### config.mk
export PLATFORM = sky130hd
export DESIGN_NAME = psq_sequencer
export DESIGN_NICKNAME = d
export VERILOG_FILES = /design/src/psq_pkg.sv /design/src/psq_reset_ctl.sv /design/src/psq_sequencer.sv
export SDC_FILE = /design/constraint.sdc
export NUM_CORES = 1
export LEC_CHECK = 0
export BUFFER_PORTS_ARGS = -buffer_cell sky130_fd_sc_hd__buf_2
export CAP_MARGIN = 10
export CORE_ASPECT_RATIO = 2
export CORE_MARGIN = 8
export CORE_UTILIZATION = 52
export CTS_CLUSTER_DIAMETER = 200
export DETAILED_ROUTE_END_ITERATION = 10
export PLACE_DENSITY = 0.79
export SLEW_MARGIN = 5
export SYNTH_ARGS = -nofsm -noshare
export SYNTH_HDL_FRONTEND = slang
export SYNTH_SLANG_ARGS = --single-unit
### constraint.sdc
create_clock -name i_clk -period 2 [get_ports i_clk]
set_input_delay 0.4 -clock i_clk [delete_from_list [all_inputs] [get_ports i_clk]]
set_output_delay 0.4 -clock i_clk [all_outputs]
set_load 0.005 [all_outputs]
### src/psq_pkg.sv
// What this block does
// - Ten-bit program address holds next instruction
// - Non-branching instruction advances by its length
// - Five jump kinds load operand target
// - Call saves address, then loads target
// - Return reloads address from return register
// - Any reset zeroes program address
// - Depth bit increments on call, decrements on return
// - Reset clears depth bit
// - Overflow or underflow forces internal reset
// - No direct write path to depth bit
// - Ten-bit return register, low byte shared
// - Return leaves return register unchanged
// - Reset does not clear return register
// - Shared word access spoils upper bits
// - Low reset pin resets; pulled high idle
// - Power-on detector drives reset pin low
// - Reset stops oscillator, output held low
package psq_pkg;
   localparam int          ADDR_W        = 10;
   localparam int          WORD_W        = 8;
   localparam int          LEN_W         = 2;
   localparam logic [9:0]  PC_RESET      = 10'h000;
   localparam logic        DEPTH_RESET   = 1'b0;
   localparam int          POC_HOLD_NS   = 1000;
   localparam int          CLK_NS        = 100;
   localparam int          POC_HOLD_CYC  = (POC_HOLD_NS + CLK_NS - 1) / CLK_NS;
   localparam logic [3:0]  POC_HOLD_CNT  = 4'(POC_HOLD_CYC);
   localparam logic [2:0]  OP_NONE       = 3'h0;
   localparam logic [2:0]  OP_JMP_ALWAYS = 3'h1;
   localparam logic [2:0]  OP_JMP_CY     = 3'h2;
   localparam logic [2:0]  OP_JMP_NCY    = 3'h3;
   localparam logic [2:0]  OP_JMP_ST     = 3'h4;
   localparam logic [2:0]  OP_JMP_NST    = 3'h5;
   localparam logic [2:0]  OP_CALL       = 3'h6;
   localparam logic [2:0]  OP_EXIT       = 3'h7;
endpackage

### src/psq_reset_ctl.sv
`timescale 1ns/100ps
`default_nettype none
module psq_reset_ctl (
   input  wire logic i_clk,
   input  wire logic i_rst_n,
   input  wire logic i_pin_n,
   input  wire logic i_poc_trig,
   input  wire logic i_fault,
   output logic      o_sys_rst,
   output logic      o_pin_oe,
   output logic      o_osc_run
);
   logic [2:0] sync_reg;
   logic       pin_lvl_reg;
   logic [3:0] poc_cnt_reg;
   logic [3:0] poc_cnt_next;
   logic       pin_low_w;

   // Third stage only counts once second and third agree
   assign pin_low_w    = (sync_reg[2] == sync_reg[1]) ? ~sync_reg[2] : ~pin_lvl_reg;
   assign poc_cnt_next = i_poc_trig ? psq_pkg::POC_HOLD_CNT :
                         (poc_cnt_reg != 4'h0) ? poc_cnt_reg - 4'h1 : 4'h0;

   always_ff @(posedge i_clk or negedge i_rst_n) begin
      if (!i_rst_n) begin
         sync_reg    <= 3'h7;
         pin_lvl_reg <= 1'b1;
         poc_cnt_reg <= 4'h0;
         o_sys_rst   <= 1'b1;
         o_pin_oe    <= 1'b0;
         o_osc_run   <= 1'b0;
      end else begin
         sync_reg    <= {sync_reg[1:0], i_pin_n};
         pin_lvl_reg <= ~pin_low_w;
         poc_cnt_reg <= poc_cnt_next;
         o_pin_oe    <= i_poc_trig | (poc_cnt_next != 4'h0);
         o_sys_rst   <= pin_low_w | i_poc_trig | (poc_cnt_next != 4'h0) | i_fault;
         o_osc_run   <= ~(pin_low_w | i_poc_trig | (poc_cnt_next != 4'h0) | i_fault);
      end
   end

   a_poc_drives_pin: assert property (@(posedge i_clk) disable iff (!i_rst_n)
      i_poc_trig |=> o_pin_oe && o_sys_rst)
      else $error("Detector did not drive pin");
   a_osc_stops_rst: assert property (@(posedge i_clk) disable iff (!i_rst_n)
      o_sys_rst |-> !o_osc_run)
      else $error("Oscillator runs during reset");
   a_fault_resets: assert property (@(posedge i_clk) disable iff (!i_rst_n)
      i_fault |=> o_sys_rst)
      else $error("Fault did not reset");
endmodule
`default_nettype wire

### src/psq_sequencer.sv
`timescale 1ns/100ps
`default_nettype none
module psq_sequencer (
   input  wire logic                        i_clk,
   input  wire logic                        i_rst_n,
   input  wire logic                        i_reset_pin_n,
   input  wire logic                        i_power_on_detector,
   input  wire logic                        i_exec,
   input  wire logic [2:0]                  i_op,
   input  wire logic [psq_pkg::LEN_W-1:0]   i_len,
   input  wire logic [psq_pkg::ADDR_W-1:0]  i_target,
   input  wire logic                        i_carry,
   input  wire logic                        i_status,
   input  wire logic                        i_word_wr,
   input  wire logic                        i_word_rd,
   input  wire logic [psq_pkg::WORD_W-1:0]  i_word_wdata,
   output logic      [psq_pkg::ADDR_W-1:0]  o_program_address,
   output logic                             o_stack_depth_bit,
   output logic      [psq_pkg::WORD_W-1:0]  o_shared_last_data_word,
   output logic                             o_reset_pin_oe,
   output logic                             o_reset_pin_out,
   output logic                             o_osc_run,
   output logic                             o_osc_out,
   output logic                             o_sys_rst
);
   logic [psq_pkg::ADDR_W-1:0] program_address_reg;
   logic [psq_pkg::ADDR_W-1:0] program_address_next;
   logic                       stack_depth_bit;
   logic [psq_pkg::ADDR_W-1:0] return_address_reg;
   logic [1:0]                 ret_hi_known_reg;
   logic                       sys_rst_w;
   logic                       pin_oe_w;
   logic                       osc_run_w;
   logic                       osc_tgl_reg;
   logic                       is_call;
   logic                       is_exit;
   logic                       take_jump;
   logic                       fault_w;
   logic                       fault_reg;

   psq_reset_ctl u_rst (
      .i_clk      (i_clk),
      .i_rst_n    (i_rst_n),
      .i_pin_n    (i_reset_pin_n),
      .i_poc_trig (i_power_on_detector),
      .i_fault    (fault_reg),
      .o_sys_rst  (sys_rst_w),
      .o_pin_oe   (pin_oe_w),
      .o_osc_run  (osc_run_w)
   );

   assign is_call   = i_exec && !sys_rst_w && (i_op == psq_pkg::OP_CALL);
   assign is_exit   = i_exec && !sys_rst_w && (i_op == psq_pkg::OP_EXIT);
   assign take_jump = i_exec && !sys_rst_w && (
                      (i_op == psq_pkg::OP_JMP_ALWAYS) ||
                      (i_op == psq_pkg::OP_JMP_CY  &&  i_carry) ||
                      (i_op == psq_pkg::OP_JMP_NCY && !i_carry) ||
                      (i_op == psq_pkg::OP_JMP_ST  &&  i_status) ||
                      (i_op == psq_pkg::OP_JMP_NST && !i_status));
   // Second call or unmatched return zeroes the address and resets the core
   assign fault_w   = (is_call && stack_depth_bit) || (is_exit && !stack_depth_bit);

   assign program_address_next =
      (sys_rst_w || fault_w) ? psq_pkg::PC_RESET :
      (take_jump || is_call) ? i_target :
      is_exit                ? return_address_reg :
      (i_exec)               ? program_address_reg + 10'(i_len) :
                               program_address_reg;

   always_ff @(posedge i_clk or negedge i_rst_n) begin
      if (!i_rst_n) begin
         program_address_reg <= psq_pkg::PC_RESET;
         stack_depth_bit     <= psq_pkg::DEPTH_RESET;
         fault_reg           <= 1'b0;
      end else begin
         program_address_reg <= program_address_next;
         fault_reg           <= fault_w;
         // Only call, return and reset move depth; no write port exists
         if (sys_rst_w || fault_w)
            stack_depth_bit <= psq_pkg::DEPTH_RESET;
         else if (is_call)
            stack_depth_bit <= 1'b1;
         else if (is_exit)
            stack_depth_bit <= 1'b0;
      end
   end

   // No reset here: contents survive any reset
   always_ff @(posedge i_clk) begin
      // Saved address points past the call, else a return re-runs it
      if (is_call && !fault_w) begin
         return_address_reg <= program_address_reg + 10'(i_len);
         ret_hi_known_reg   <= 2'h3;
      end else if (i_word_wr) begin
         return_address_reg[7:0] <= i_word_wdata;
         ret_hi_known_reg        <= 2'h0;
      end else if (i_word_rd) begin
         ret_hi_known_reg <= 2'h0;
      end
   end

   always_ff @(posedge i_clk or negedge i_rst_n) begin
      if (!i_rst_n) begin
         o_program_address       <= psq_pkg::PC_RESET;
         o_stack_depth_bit       <= psq_pkg::DEPTH_RESET;
         o_shared_last_data_word <= 8'h00;
         o_reset_pin_oe          <= 1'b0;
         o_reset_pin_out         <= 1'b0;
         o_osc_run               <= 1'b0;
         o_osc_out               <= 1'b0;
         o_sys_rst               <= 1'b1;
         osc_tgl_reg             <= 1'b0;
      end else begin
         o_program_address       <= program_address_next;
         o_stack_depth_bit       <= (sys_rst_w || fault_w) ? 1'b0 : is_call ? 1'b1 : is_exit ? 1'b0 : stack_depth_bit;
         o_shared_last_data_word <= return_address_reg[7:0];
         o_reset_pin_oe          <= pin_oe_w;
         o_reset_pin_out         <= 1'b0;
         o_osc_run               <= osc_run_w;
         osc_tgl_reg             <= osc_run_w ? ~osc_tgl_reg : 1'b0;
         o_osc_out               <= osc_run_w & ~osc_tgl_reg;
         o_sys_rst               <= sys_rst_w;
      end
   end

   a_call_loads_target: assert property (@(posedge i_clk) disable iff (!i_rst_n)
      (is_call && !stack_depth_bit) |=> program_address_reg == $past(i_target))
      else $error("Call target lost");
   a_exit_restores: assert property (@(posedge i_clk) disable iff (!i_rst_n)
      (is_exit && stack_depth_bit) |=> program_address_reg == $past(return_address_reg))
      else $error("Exit bad");
   a_step_by_len: assert property (@(posedge i_clk) disable iff (!i_rst_n)
      (i_exec && !sys_rst_w && i_op == psq_pkg::OP_NONE) |=>
      program_address_reg == $past(program_address_reg) + 10'($past(i_len)))
      else $error("Bad advance");
   a_fault_zero_pc: assert property (@(posedge i_clk) disable iff (!i_rst_n)
      fault_w |=> program_address_reg == 10'h000 && !stack_depth_bit ##1 sys_rst_w)
      else $error("Fault no reset");
   a_jump_taken: assert property (@(posedge i_clk) disable iff (!i_rst_n)
      take_jump |=> program_address_reg == $past(i_target))
      else $error("Jump missed");
   a_exit_keeps_ret: assert property (@(posedge i_clk) disable iff (!i_rst_n)
      (is_exit && !i_word_wr) |=> $stable(return_address_reg))
      else $error("Return register changed");
   a_rst_zero_pc: assert property (@(posedge i_clk) disable iff (!i_rst_n)
      sys_rst_w |=> program_address_reg == 10'h000 && !stack_depth_bit)
      else $error("Reset left state");
   a_depth_on_call: assert property (@(posedge i_clk) disable iff (!i_rst_n)
      (is_call && !stack_depth_bit) |=> stack_depth_bit)
      else $error("Depth not set");
   a_access_spoils_hi: assert property (@(posedge i_clk) disable iff (!i_rst_n)
      ((i_word_wr || i_word_rd) && !(is_call && !fault_w)) |=> ret_hi_known_reg == 2'h0)
      else $error("Upper return bits still marked known");
   c_call: cover property (@(posedge i_clk) is_call && !stack_depth_bit);
   c_call_exit: cover property (@(posedge i_clk) is_call ##[1:20] is_exit);
   c_fault: cover property (@(posedge i_clk) fault_w);
   c_poc: cover property (@(posedge i_clk) pin_oe_w);
endmodule
`default_nettype wire

# Yosys cells after proc, flatten, opt, wreduce, memory -nomap -nowiden
# Index checks and enable logic that the tools add are counted.
word_totals:
  register_bits: 46
  inputBits: 32
  out_inout_bits: 24
  elab_cells: 78
classes:
  addsub: 2
  eq_ne: 8
  muxes: 13
  n_bitwise: 10
  n_reduce_logical: 28
ops:
  columns: ["operator", "n"]
  rows:
  - ["two-way mux 10 bit", 4]
  - ["two-way mux 8 bit", 2]
  - ["== test 3 bit (second input constant)", 4]
  - ["nonzero test 4 bit", 3]
  - ["logical AND 1 bit", 11]
  - ["adder 10 x 2 -> 10 bit", 1]
  - ["two-way mux 4 bit", 2]
  - ["logical OR 1 bit", 7]
  - ["== test 3 x 2 -> 1 bit (second input constant)", 2]
  - ["logical NOT 1 bit", 5]
  - ["two-way mux 1 bit", 5]
  - ["NOT 1 bit", 5]
  - ["bitwise OR 1 bit", 4]
  - ["subtractor 4 x 1 -> 4 bit (second input constant)", 1]
  - ["== test 3 x 1 -> 1 bit (second input constant)", 1]
  - ["nonzero test 3 bit", 1]
  - ["nonzero test 2 bit", 1]
  - ["AND 1 bit", 1]
  - ["== test 1 bit", 1]

# Logic depth before layout (Yosys ltp)
# Gate-level depths: netlist of run 1.
depth:
  ltp_word: 10
  ltp_mapped: 6
  ltp_nobuf: 6

# Hierarchy
# Synthesis of run 1 repeated with hierarchy kept, for this count alone.
unflattened:
  hier_cells: 193
  hier_area_um2: 2184.6
modules_own_cells:
  columns: ["module", "instances", "cells_each", "area_per_inst_um2", "seq_area_each_um2"]
  rows:
  - ["psq_sequencer", 1, 166, 1808.0, 902.1]
  - ["psq_reset_ctl", 1, 27, 376.6, 281.5]

# Worst setup path before layout of run 1
# No wires, ideal clock.
synth_path:
  kind: "input -> register"
  start: "input port i_len[0] (netlist name)"
  end: "register return_address_reg[8] (netlist name) (data pin)"
  setup_ns: 0.262
  arrival_ns: 1.501
  t_required_ns: 1.738
  setup_slack_ns: 0.236
  path_stages: 5
  path_buffers: 0
  cell_sequence: "ha_1 fa_1 nand4_1 nor3_1 or2_2"
synth_between:
  elab_chain_cells: 1
synth_lines:
  columns: ["item", "line", "source"]
  rows:
  - ["start: declaration", "psq_sequencer.sv:10", "input wire logic [psq_pkg::LEN_W-1:0] i_len,"]
  - ["adder 10 x 2 -> 10 bit", "psq_sequencer.sv:92", "return_address_reg <= program_address_reg + 10'(i_len);"]
  - ["end signal: assignment", "psq_sequencer.sv:92", null]
  - ["end: declaration", "psq_sequencer.sv:29", "logic [psq_pkg::ADDR_W-1:0] return_address_reg;"]
# Every way passes these cells.
# A chain may end at the register's enable or synchronous reset.

==> impl_metrics.csv, run 1 <==
group,metric,value,unit
status,status,"finished, final reports clean",
yosys,synth_largest_area_cell,"dfrtp_1",
yosys,ys_types,52,
yosys,synthDominantCellAreaShare,33.35,%
grt,busiest_layer,"met2",
yosys,synth-adder-area-share,2.530,%
detailed_routing,avgRoutedWirePerCell,17.09,µm
floorplanning,die_w,61.74,µm
grt,grt_pass1_vias,1864,
yosys,synth_seq_cells,45,
yosys,synth_warnings,0,
yosys,synth_simple_gate_area_share,16.85,%
detailed_routing,vias,1781,
grt,grt.total_usage,16.95,%
yosys,syn_nets,227,
yosys,synthTopCellsByArea,"dfrtp_1, edfxtp_1, dfstp_2, nor3_1, buf_6",
clocking,cts_setup_buffers,0,
final_layout,fin_area,2608,µm²
timing,finClkSkew,0.002414,ns
detailed_routing,ant_nets,0,
clocking,clkLatencyLatePin,0.29,ns
timing,finalSetupTns,0,ns
clocking,cts_buffers,5,
pwr,ir_worst_vdd,0.4865,mV
critical_path,arrival,1.92,ns
place,post-place-ws,0.002932,ns
detailed_routing,via_per_inst,5.839,
pwr,p_total,0.001777,W
floorplanning,initial_core_util,53.77,%
final_layout,drive_above_1_share,34.39,%
detailed_routing,drt-total-wl,5.212,mm
yosys,synth_seq_area_share,54.40,%
timing,rsz0062_at_grt,"false",
yosys,synth_top_family_by_area,"simple AND/OR/NAND/NOR gates",
timing,period_minus_slack,1.877,ns
critical_path,critPathRequiredTime,2.04,ns
yosys,synth_common_cells,"dfrtp_1, nand2_1, nor3_1, nor2_1, edfxtp_1",
final_layout,syn2layout_area_growth,19.84,%
place,hpwl,4.043,mm
pwr,cellLeakagePower,1.143,nW
grt,grt_max_degree,36,
pwr,powerDensity,681.6,nW/µm²
grt,grt_overflow,0,
detailed_routing,route.detailed.drc,0,
clocking,clk_pin_slew,0.08,ns
yosys,synthMuxAreaShare,2.473,%
run,cap_violations,0,
clocking,clk_root_buffer_cell,"clkbuf_8",
timing,finalSetupViolCount,0,
timing,hold_violations,0,
timing,finalWorstSetupSlack,0.1233,ns
yosys,synth-edff-count,10,
critical_path,crit_fanout,4,
final_layout,final_util,64.44,%
clocking,cts_resized,0,
worst_hold_path,hold_path_class,"primary input to async pin",
timing,maxSlewHeadroom,48.22,%
clocking,cts_tree,"done",
yosys,syn_avg_cell_area,11.33,µm²
yosys,yosys.area_share.xor_xnor,2.358,%
detailed_routing,drt_iter0_drc,77,
yosys,synth_area,2176,µm²
yosys,syn_inst,192,
yosys,synth_ff_type,"dfrtp_1",
place,port_buffers,53,
yosys,synth_compound_area_share,16.45,%
final_layout,nets,287,
clocking,cts.sinks,45,
critical_path,critical_path_class,"flip-flop to flip-flop",
critical_path,endpoint_kind,"flip-flop",
clocking,htree_levels,2,
detailed_routing,drt_pass1_iterations,4,
final_layout,fill_cells,364,
grt,met1_usage,18.07,%
yosys,synthArstFlopShare,77.78,%
timing,fin_crit_sh,93.83,%
floorplanning,die_h,107.5,µm
final_layout,diodes,0,
place,place_congestion,0.8291,
floorplanning,ioPinCount,56,
clocking,cts_hold_buf,0,
floorplanning,core,4046,µm²
grt,grt_first_pass_wirelength,8.576,mm
clocking,clk_path_buf_depth,2,
critical_path,cp-start-kind,"flip-flop",
floorplanning,rows,33,
timing,slew_violations,0,
grt,grt_antenna_before_repair,0,
grt,grt_util_met2,28.76,%
timing,max_freq,532.9,MHz
place,placed_area,2496,µm²
timing,max_slew.worst_pin.slew,0.7767,ns
floorplanning,die_area,6636,µm²
grt,use_met3,4.431,%
yosys,synth_most_common_cell,"dfrtp_1",
-- worst max-delay path, cell delays in order (launching register included) --
cell,delay [ns]
dfrtp_1,0.40
ha_1,0.22
fa_1,0.43
nand4_1,0.20
nor3_1,0.09
or2_2,0.28
-- cell usage in the layout, fill, tap and decap left out, types with 6 or more instances in the layout --
| cell type | instances |
|---|---|
| nand2_1 | 12 |
| dfstp_2 | 6 |
| nor3_1 | 12 |
| nor2_1 | 11 |
| dfrtp_1 | 29 |
| clkbuf_8 | 6 |
| o31ai_1 | 7 |
| nand2b_1 | 7 |
| edfxtp_1 | 10 |
| a21oi_1 | 9 |
| buf_4 | 10 |
| buf_2 | 53 |
| nand3_1 | 7 |
-- path summary, 6_finish.rpt --
check	slack (ns)	end	depth (start not counted)	startpoint
max reg2reg	0.12	return_address_reg[8]	5	o_program_address[0]
min in group i_clk	0.20	u_rst.sync_reg[0]	1	i_reset_pin_n
min	0.18	o_osc_run	1	i_rst_n
max	0.12	return_address_reg[8]	5	o_program_address[0]
min reg2reg	0.36	u_rst.sync_reg[1]	0	u_rst.sync_reg[0]
max in group asynchronous	1.32	o_shared_last_data_word[6]	1	i_rst_n
-- routing by layer --
metal  wire [µm]  up-vias
met1        1940      880
met5           0        -
li1            -      825
met3         337       14
met2        2765       62
met4         167        0
-- cell type report --
class / instances / area (µm²) / area share (%)
inverter: 5 / 18.77 / 0.7198
sequential: 45 / 1184 / 45.39
multi-input combinational: 132 / 888.4 / 34.07
timing repair buffer: 63 / 340.3 / 13.05
tap: 52 / 65.06 / 2.495
clock buffer: 8 / 111.4 / 4.271
-- logic make-up after synthesis --
kind of cell / after synthesis
compound gates: 49
xor+xnor: 5
fa+ha+maj: 4
buf+inv: 15
flops: 45
mux: 5
other cells: 1
simple gates: 68
-- metrics by stage --
step | std cells | hold WS [ns]
after floorplan | 192 | 0.1044
after global placement | 297 | 0.3344
after detailed placement | 297 | 0.3468
after CTS | 305 | 0.1937
after global routing | 305 | 0.1905
final | 305 | 0.1828
-- where the power goes --
part	switching, W	internal, W
Combinational	0.0000775	0.0000619
Clock	0.000280	0.000357
Sequential	0.0000237	0.000978
Total	0.000381	0.00140
Power figures use the tool's default switching activity.
==> run 2: changes to the inputs <==
CORE_UTILIZATION = 50   (was 52)
MAX_ROUTING_LAYER = met4   (was not set)
PLACE_DENSITY = 0.76   (was 0.79)
==> impl_metrics.csv, run 2 (synthesis results as in run 1) <==
group,metric,value,unit
critical_path,critical_path_class,"flip-flop to flip-flop",
final_layout,fin_area,2585,µm²
critical_path,slowest_delay,0.43,ns
pwr,pwr-share-comb,8.3,%
clocking,cts_hold_buf,0,
pwr,clock_power_share,32.2,%
clocking,cts.sinks,45,
clocking,cts_buffers,5,
detailed_routing,avgRoutedWirePerCell,16.11,µm
critical_path,path_cells,"ha_1 -> a21oi_1 -> buf_4 -> nor3_1 -> xnor2_1 -> o21ai_0",
clocking,htree_levels,2,
final_layout,final_util,60.76,%
worst_hold_path,hold_path_class,"primary input to async pin",
timing,finalSetupViolCount,0,
detailed_routing,ant_nets,0,
final_layout,most-common-layout-cells,"buf_2, dfrtp_1, nor3_1, nand2_1, nor2_1",
detailed_routing,drt_pass1_iterations,4,
clocking,clk_root_buffer_cell,"clkbuf_8",
detailed_routing,drt-total-wl,4.914,mm
timing,max_freq,537.3,MHz
floorplanning,die_w,62.65,µm
pwr,intPower,0.001280,W
floorplanning,die_area,6846,µm²
place,hpwl,3.721,mm
pwr,powerDensity,650.0,nW/µm²
final_layout,diodes,0,
floorplanning,core,4254,µm²
timing,finClkSkew,0.006986,ns
timing,fin_crit_sh,93.05,%
detailed_routing,route.detailed.drc,0,
critical_path,cp-start-kind,"flip-flop",
timing,finalWorstSetupSlack,0.1389,ns
final_layout,drive_above_1_share,34.26,%
timing,finalHoldWorstSlack,0.1574,ns
place,port_buffers,53,
place,placed_area,2496,µm²
pwr,sw_frac_of_total,23.81,%
clocking,cts_tree,"done",
place,post-place-ws,0.02632,ns
clocking,clk_path_buf_depth,2,
detailed_routing,vias,1709,
grt,grt.total_usage,15.71,%
timing,finalSetupTns,0,ns
grt,grt_first_pass_wirelength,8.362,mm
critical_path,arrival,1.91,ns
grt,grt_pass1_vias,1750,
critical_path,crit_fanout,5,
place,place_congestion,0.8080,
grt,grt_overflow,0,
status,status,"finished, final reports clean",
timing,rsz0062_at_grt,"false",
clocking,clk_pin_slew,0.08,ns
floorplanning,initial_core_util,51.15,%
critical_path,worst_path_max_delay_cell,"dfrtp_1",
floorplanning,die_h,109.3,µm
final_layout,syn2layout_area_growth,18.80,%
pwr,cellLeakagePower,1.124,nW
pwr,power.switching,0.0004001,W
pwr,ir_worst_vdd,0.4577,mV
clocking,clkLatencyLatePin,0.30,ns
timing,period_minus_slack,1.861,ns
floorplanning,rows,34,
grt,grt_antenna_before_repair,0,
timing,max_slew.worst_pin.slew,0.7447,ns
timing,maxSlewHeadroom,50.35,%
grt,grt_max_degree,36,
detailed_routing,via_per_inst,5.603,
run,cap_violations,0,
timing,hold_violations,0,
critical_path,endpoint_kind,"flip-flop",
final_layout,nets,285,
critical_path,critPathRequiredTime,2.04,ns
floorplanning,ioPinCount,56,
detailed_routing,drt_iter0_drc,51,
timing,slew_violations,0,
clocking,cts_setup_buffers,0,
final_layout,layout_commonest_cell,"buf_2",
pwr,seqPwrFrac,59.5,%
run 2: final cells by class:
class / instances / area [µm²]
Inverter: 5 / 18.77
Timing Repair Buffer: 61 / 337.8
Clock buffer: 5 / 68.82
Tap cell: 54 / 67.56
Sequential cell: 45 / 1184
Fill cell: 378 / 1669
Multi-Input combinational cell: 132 / 890.9
Clock inverter: 3 / 17.52
run 2: repair_timing:
item / 4_1_cts / 5_1_grt
endpoints found under the setup margin: 0 / 2
hold endpoints to repair: 0 / 0
gates resized for setup: 0 / 1
run 2: power by group through the flow:
stage | Clock (W) | Combinational (W) | Sequential [W]
after detailed placement | 0 | 0.000141 | 0.00102
final | 0.000541 | 0.000139 | 0.000999
after CTS | 0.000553 | 0.000141 | 0.000999
after global routing | 0.000595 | 0.000159 | 0.00100
after global placement | 0 | 0.000136 | 0.00102
after floorplan | 0 | 0.0000686 | 0.00101
run 2: layer usage:
metal	share of wire, %	global-route usage (%)	up-vias
met3	7.5	4.286	6
met5	0	-	-
li1	-	-	823
met4	1.4	6.240	0
met2	46	24.35	77
met1	45	19.12	803
run 2: metrics by stage:
| step | instances | total power [W] |
|---|---|---|
| floorplan | 192 | 0.001083 |
| global placement | 297 | 0.001152 |
| detailed placement | 297 | 0.001158 |
| CTS | 305 | 0.001693 |
| global route | 305 | 0.001758 |
| finish | 305 | 0.001680 |
run 2: worst max-delay path: cells and delay by family (launching register included):
family	cells	cell delay (ns)
AOI/OAI and AO/OA	2	0.15
DFF	1	0.43
adders and majority gates	1	0.31
and+or+nand+nor	1	0.39
xor gates and xnor gates	1	0.17
buffers and inverters	1	0.16
run 2: final timing paths:
path                                            from                     to  slack, ns  cells after the start
worst max-delay path            o_program_address[1]  return_address_reg[7]       0.14                      6
worst min-delay path                         i_rst_n         o_reset_pin_oe       0.16                      1
worst max register to register  o_program_address[1]  return_address_reg[7]       0.14                      6
worst min register to register     u_rst.sync_reg[0]      u_rst.sync_reg[1]       0.36                      0
max in group asynchronous                    i_rst_n   o_program_address[9]       1.36                      1
min in group i_clk                     i_reset_pin_n      u_rst.sync_reg[0]       0.19                      1
==> run 3: changes to the inputs <==
CTS_BUF_LIST = sky130_fd_sc_hd__clkbuf_16   (was not set)
==> impl_metrics.csv, run 3 (synthesis results as in run 1) <==
group,metric,value,unit
status,status,"finished, final reports clean",
worst_hold_path,hold_path_class,"primary input to async pin",
final_layout,layout_commonest_cell,"buf_2",
clocking,cts_resized,0,
pwr,cellLeakagePower,1.151,nW
grt,grt_max_degree,36,
final_layout,syn2layout_area_growth,21.28,%
final_layout,diodes,0,
floorplanning,die_w,62.65,µm
clocking,cts_hold_buf,0,
critical_path,slowest_delay,0.43,ns
critical_path,r2r_slack,0.11,ns
floorplanning,initial_core_util,51.15,%
final_layout,most-common-layout-cells,"buf_2, dfrtp_1, nor3_1, nand2_1, nor2_1",
timing,max_slew.worst_pin.slew,0.7384,ns
clocking,htree_levels,2,
critical_path,r2r-end,"return_address_reg[8]",
floorplanning,die_area,6846,µm²
grt,grt_overflow,0,
critical_path,path_cells,"ha_1 -> fa_1 -> nand4_1 -> nor3_1 -> or2_2",
detailed_routing,drt_iter0_drc,58,
critical_path,arrival,1.92,ns
floorplanning,ioPinCount,56,
grt,grt.total_usage,15.97,%
timing,maxSlewHeadroom,50.78,%
timing,finalSetupViolCount,0,
detailed_routing,drt_pass1_iterations,4,
place,place_congestion,0.8080,
final_layout,nets,285,
grt,grt_antenna_before_repair,0,
grt,grt_first_pass_wirelength,8.500,mm
final_layout,final_util,62.03,%
floorplanning,core,4254,µm²
timing,rsz0062_at_grt,"false",
detailed_routing,avgRoutedWirePerCell,16.27,µm
detailed_routing,route.detailed.drc,0,
timing,fin_crit_sh,94.59,%
pwr,powerDensity,728.1,nW/µm²
critical_path,regToRegStartpoint,"o_program_address[0]",
final_layout,fill_cells,370,
run,cap_violations,0,
critical_path,critPathRequiredTime,2.03,ns
timing,slew_violations,0,
clocking,cts_setup_buffers,0,
clocking,clk_root_buffer_cell,"clkbuf_16",
place,hpwl,3.721,mm
grt,grt_pass1_vias,1780,
final_layout,drive_above_1_share,33.86,%
detailed_routing,via_per_inst,5.548,
detailed_routing,drt-total-wl,4.962,mm
timing,hold_violations,0,
floorplanning,die_h,109.3,µm
clocking,cts_buffers,5,
floorplanning,rows,34,
critical_path,cp-start-kind,"flip-flop",
timing,finalSetupTns,0,ns
clocking,cts.sinks,45,
detailed_routing,vias,1692,
pwr,ir_worst_vdd,0.6181,mV
timing,finClkSkew,0.002583,ns
place,port_buffers,53,
clocking,clk_path_buf_depth,2,
clocking,cts_tree,"done",
critical_path,worst_path_max_delay_cell,"fa_1",
critical_path,critical_path_class,"flip-flop to flip-flop",
critical_path,endpoint_kind,"flip-flop",
critical_path,reg2reg_depth,5,
timing,max_freq,528.6,MHz
clocking,clkLatencyLatePin,0.28,ns
critical_path,crit_fanout,4,
detailed_routing,ant_nets,0,
clocking,clk_pin_slew,0.06,ns
timing,period_minus_slack,1.892,ns
-- run 3: cell counts in the layout (fill, tap and decap cells not counted) --
Identical to the previous run, type by type.
-- run 3: layer usage --
layer | routed length (µm) | vias to the layer above | global-route usage, %
met5 | 0 | - | -
met1 | 2189 | 786 | 19.15
met4 | 74 | 0 | 6.404
li1 | - | 821 | -
met2 | 2320 | 77 | 25.09
met3 | 378 | 8 | 4.286
-- run 3: area by class of cell --
class	count	area (µm²)	area share, %
Clock buffer	5	125.1	4.742
Clock inverter	3	17.52	0.6638
Inverter	5	18.77	0.7112
Multi-Input combinational cell	132	888.4	33.67
Sequential cell	45	1184	44.86
Tap cell	54	67.56	2.560
Timing Repair Buffer	61	337.8	12.80
-- run 3: critical path: cells and delay by family (launching register included) --
kind / cells / cell delay, ns
flip-flops: 1 / 0.39
adder cells (fa/ha/maj): 2 / 0.66
AND/OR/NAND/NOR: 3 / 0.59
-- run 3: power by group --
group          switching, W  internal [W]
registers         0.0000225      0.000979
clock network      0.000324      0.000458
logic             0.0000777     0.0000611
-- run 3: through the flow --
step | total power, W | hold slack, ns | worst slack, ns | area [µm²] | std cells
after floorplan | 0.001083 | 0.1044 | 0.2365 | 2176 | 192
after CTS | 0.001943 | 0.2070 | 0.1064 | 2639 | 305
after global routing | 0.002004 | 0.2037 | 0.01104 | 2639 | 305
after detailed placement | 0.001158 | 0.3476 | 0.02632 | 2496 | 297
final | 0.001921 | 0.1778 | 0.1083 | 2639 | 305
after global placement | 0.001152 | 0.3332 | 0.03974 | 2496 | 297
-- run 3: worst max-delay path by stage --
stage / cells after the start / end / startpoint
6_report: 5 / return_address_reg[8] / o_program_address[0]
5_1_grt: 6 / return_address_reg[6] / o_program_address[0]
4_1_cts: 5 / return_address_reg[8] / o_program_address[0]
3_5_place_dp: 6 / return_address_reg[8] / i_len[0]
3_3_place_gp: 6 / return_address_reg[8] / i_len[0]
2_1_floorplan: 5 / return_address_reg[8] / i_len[0]
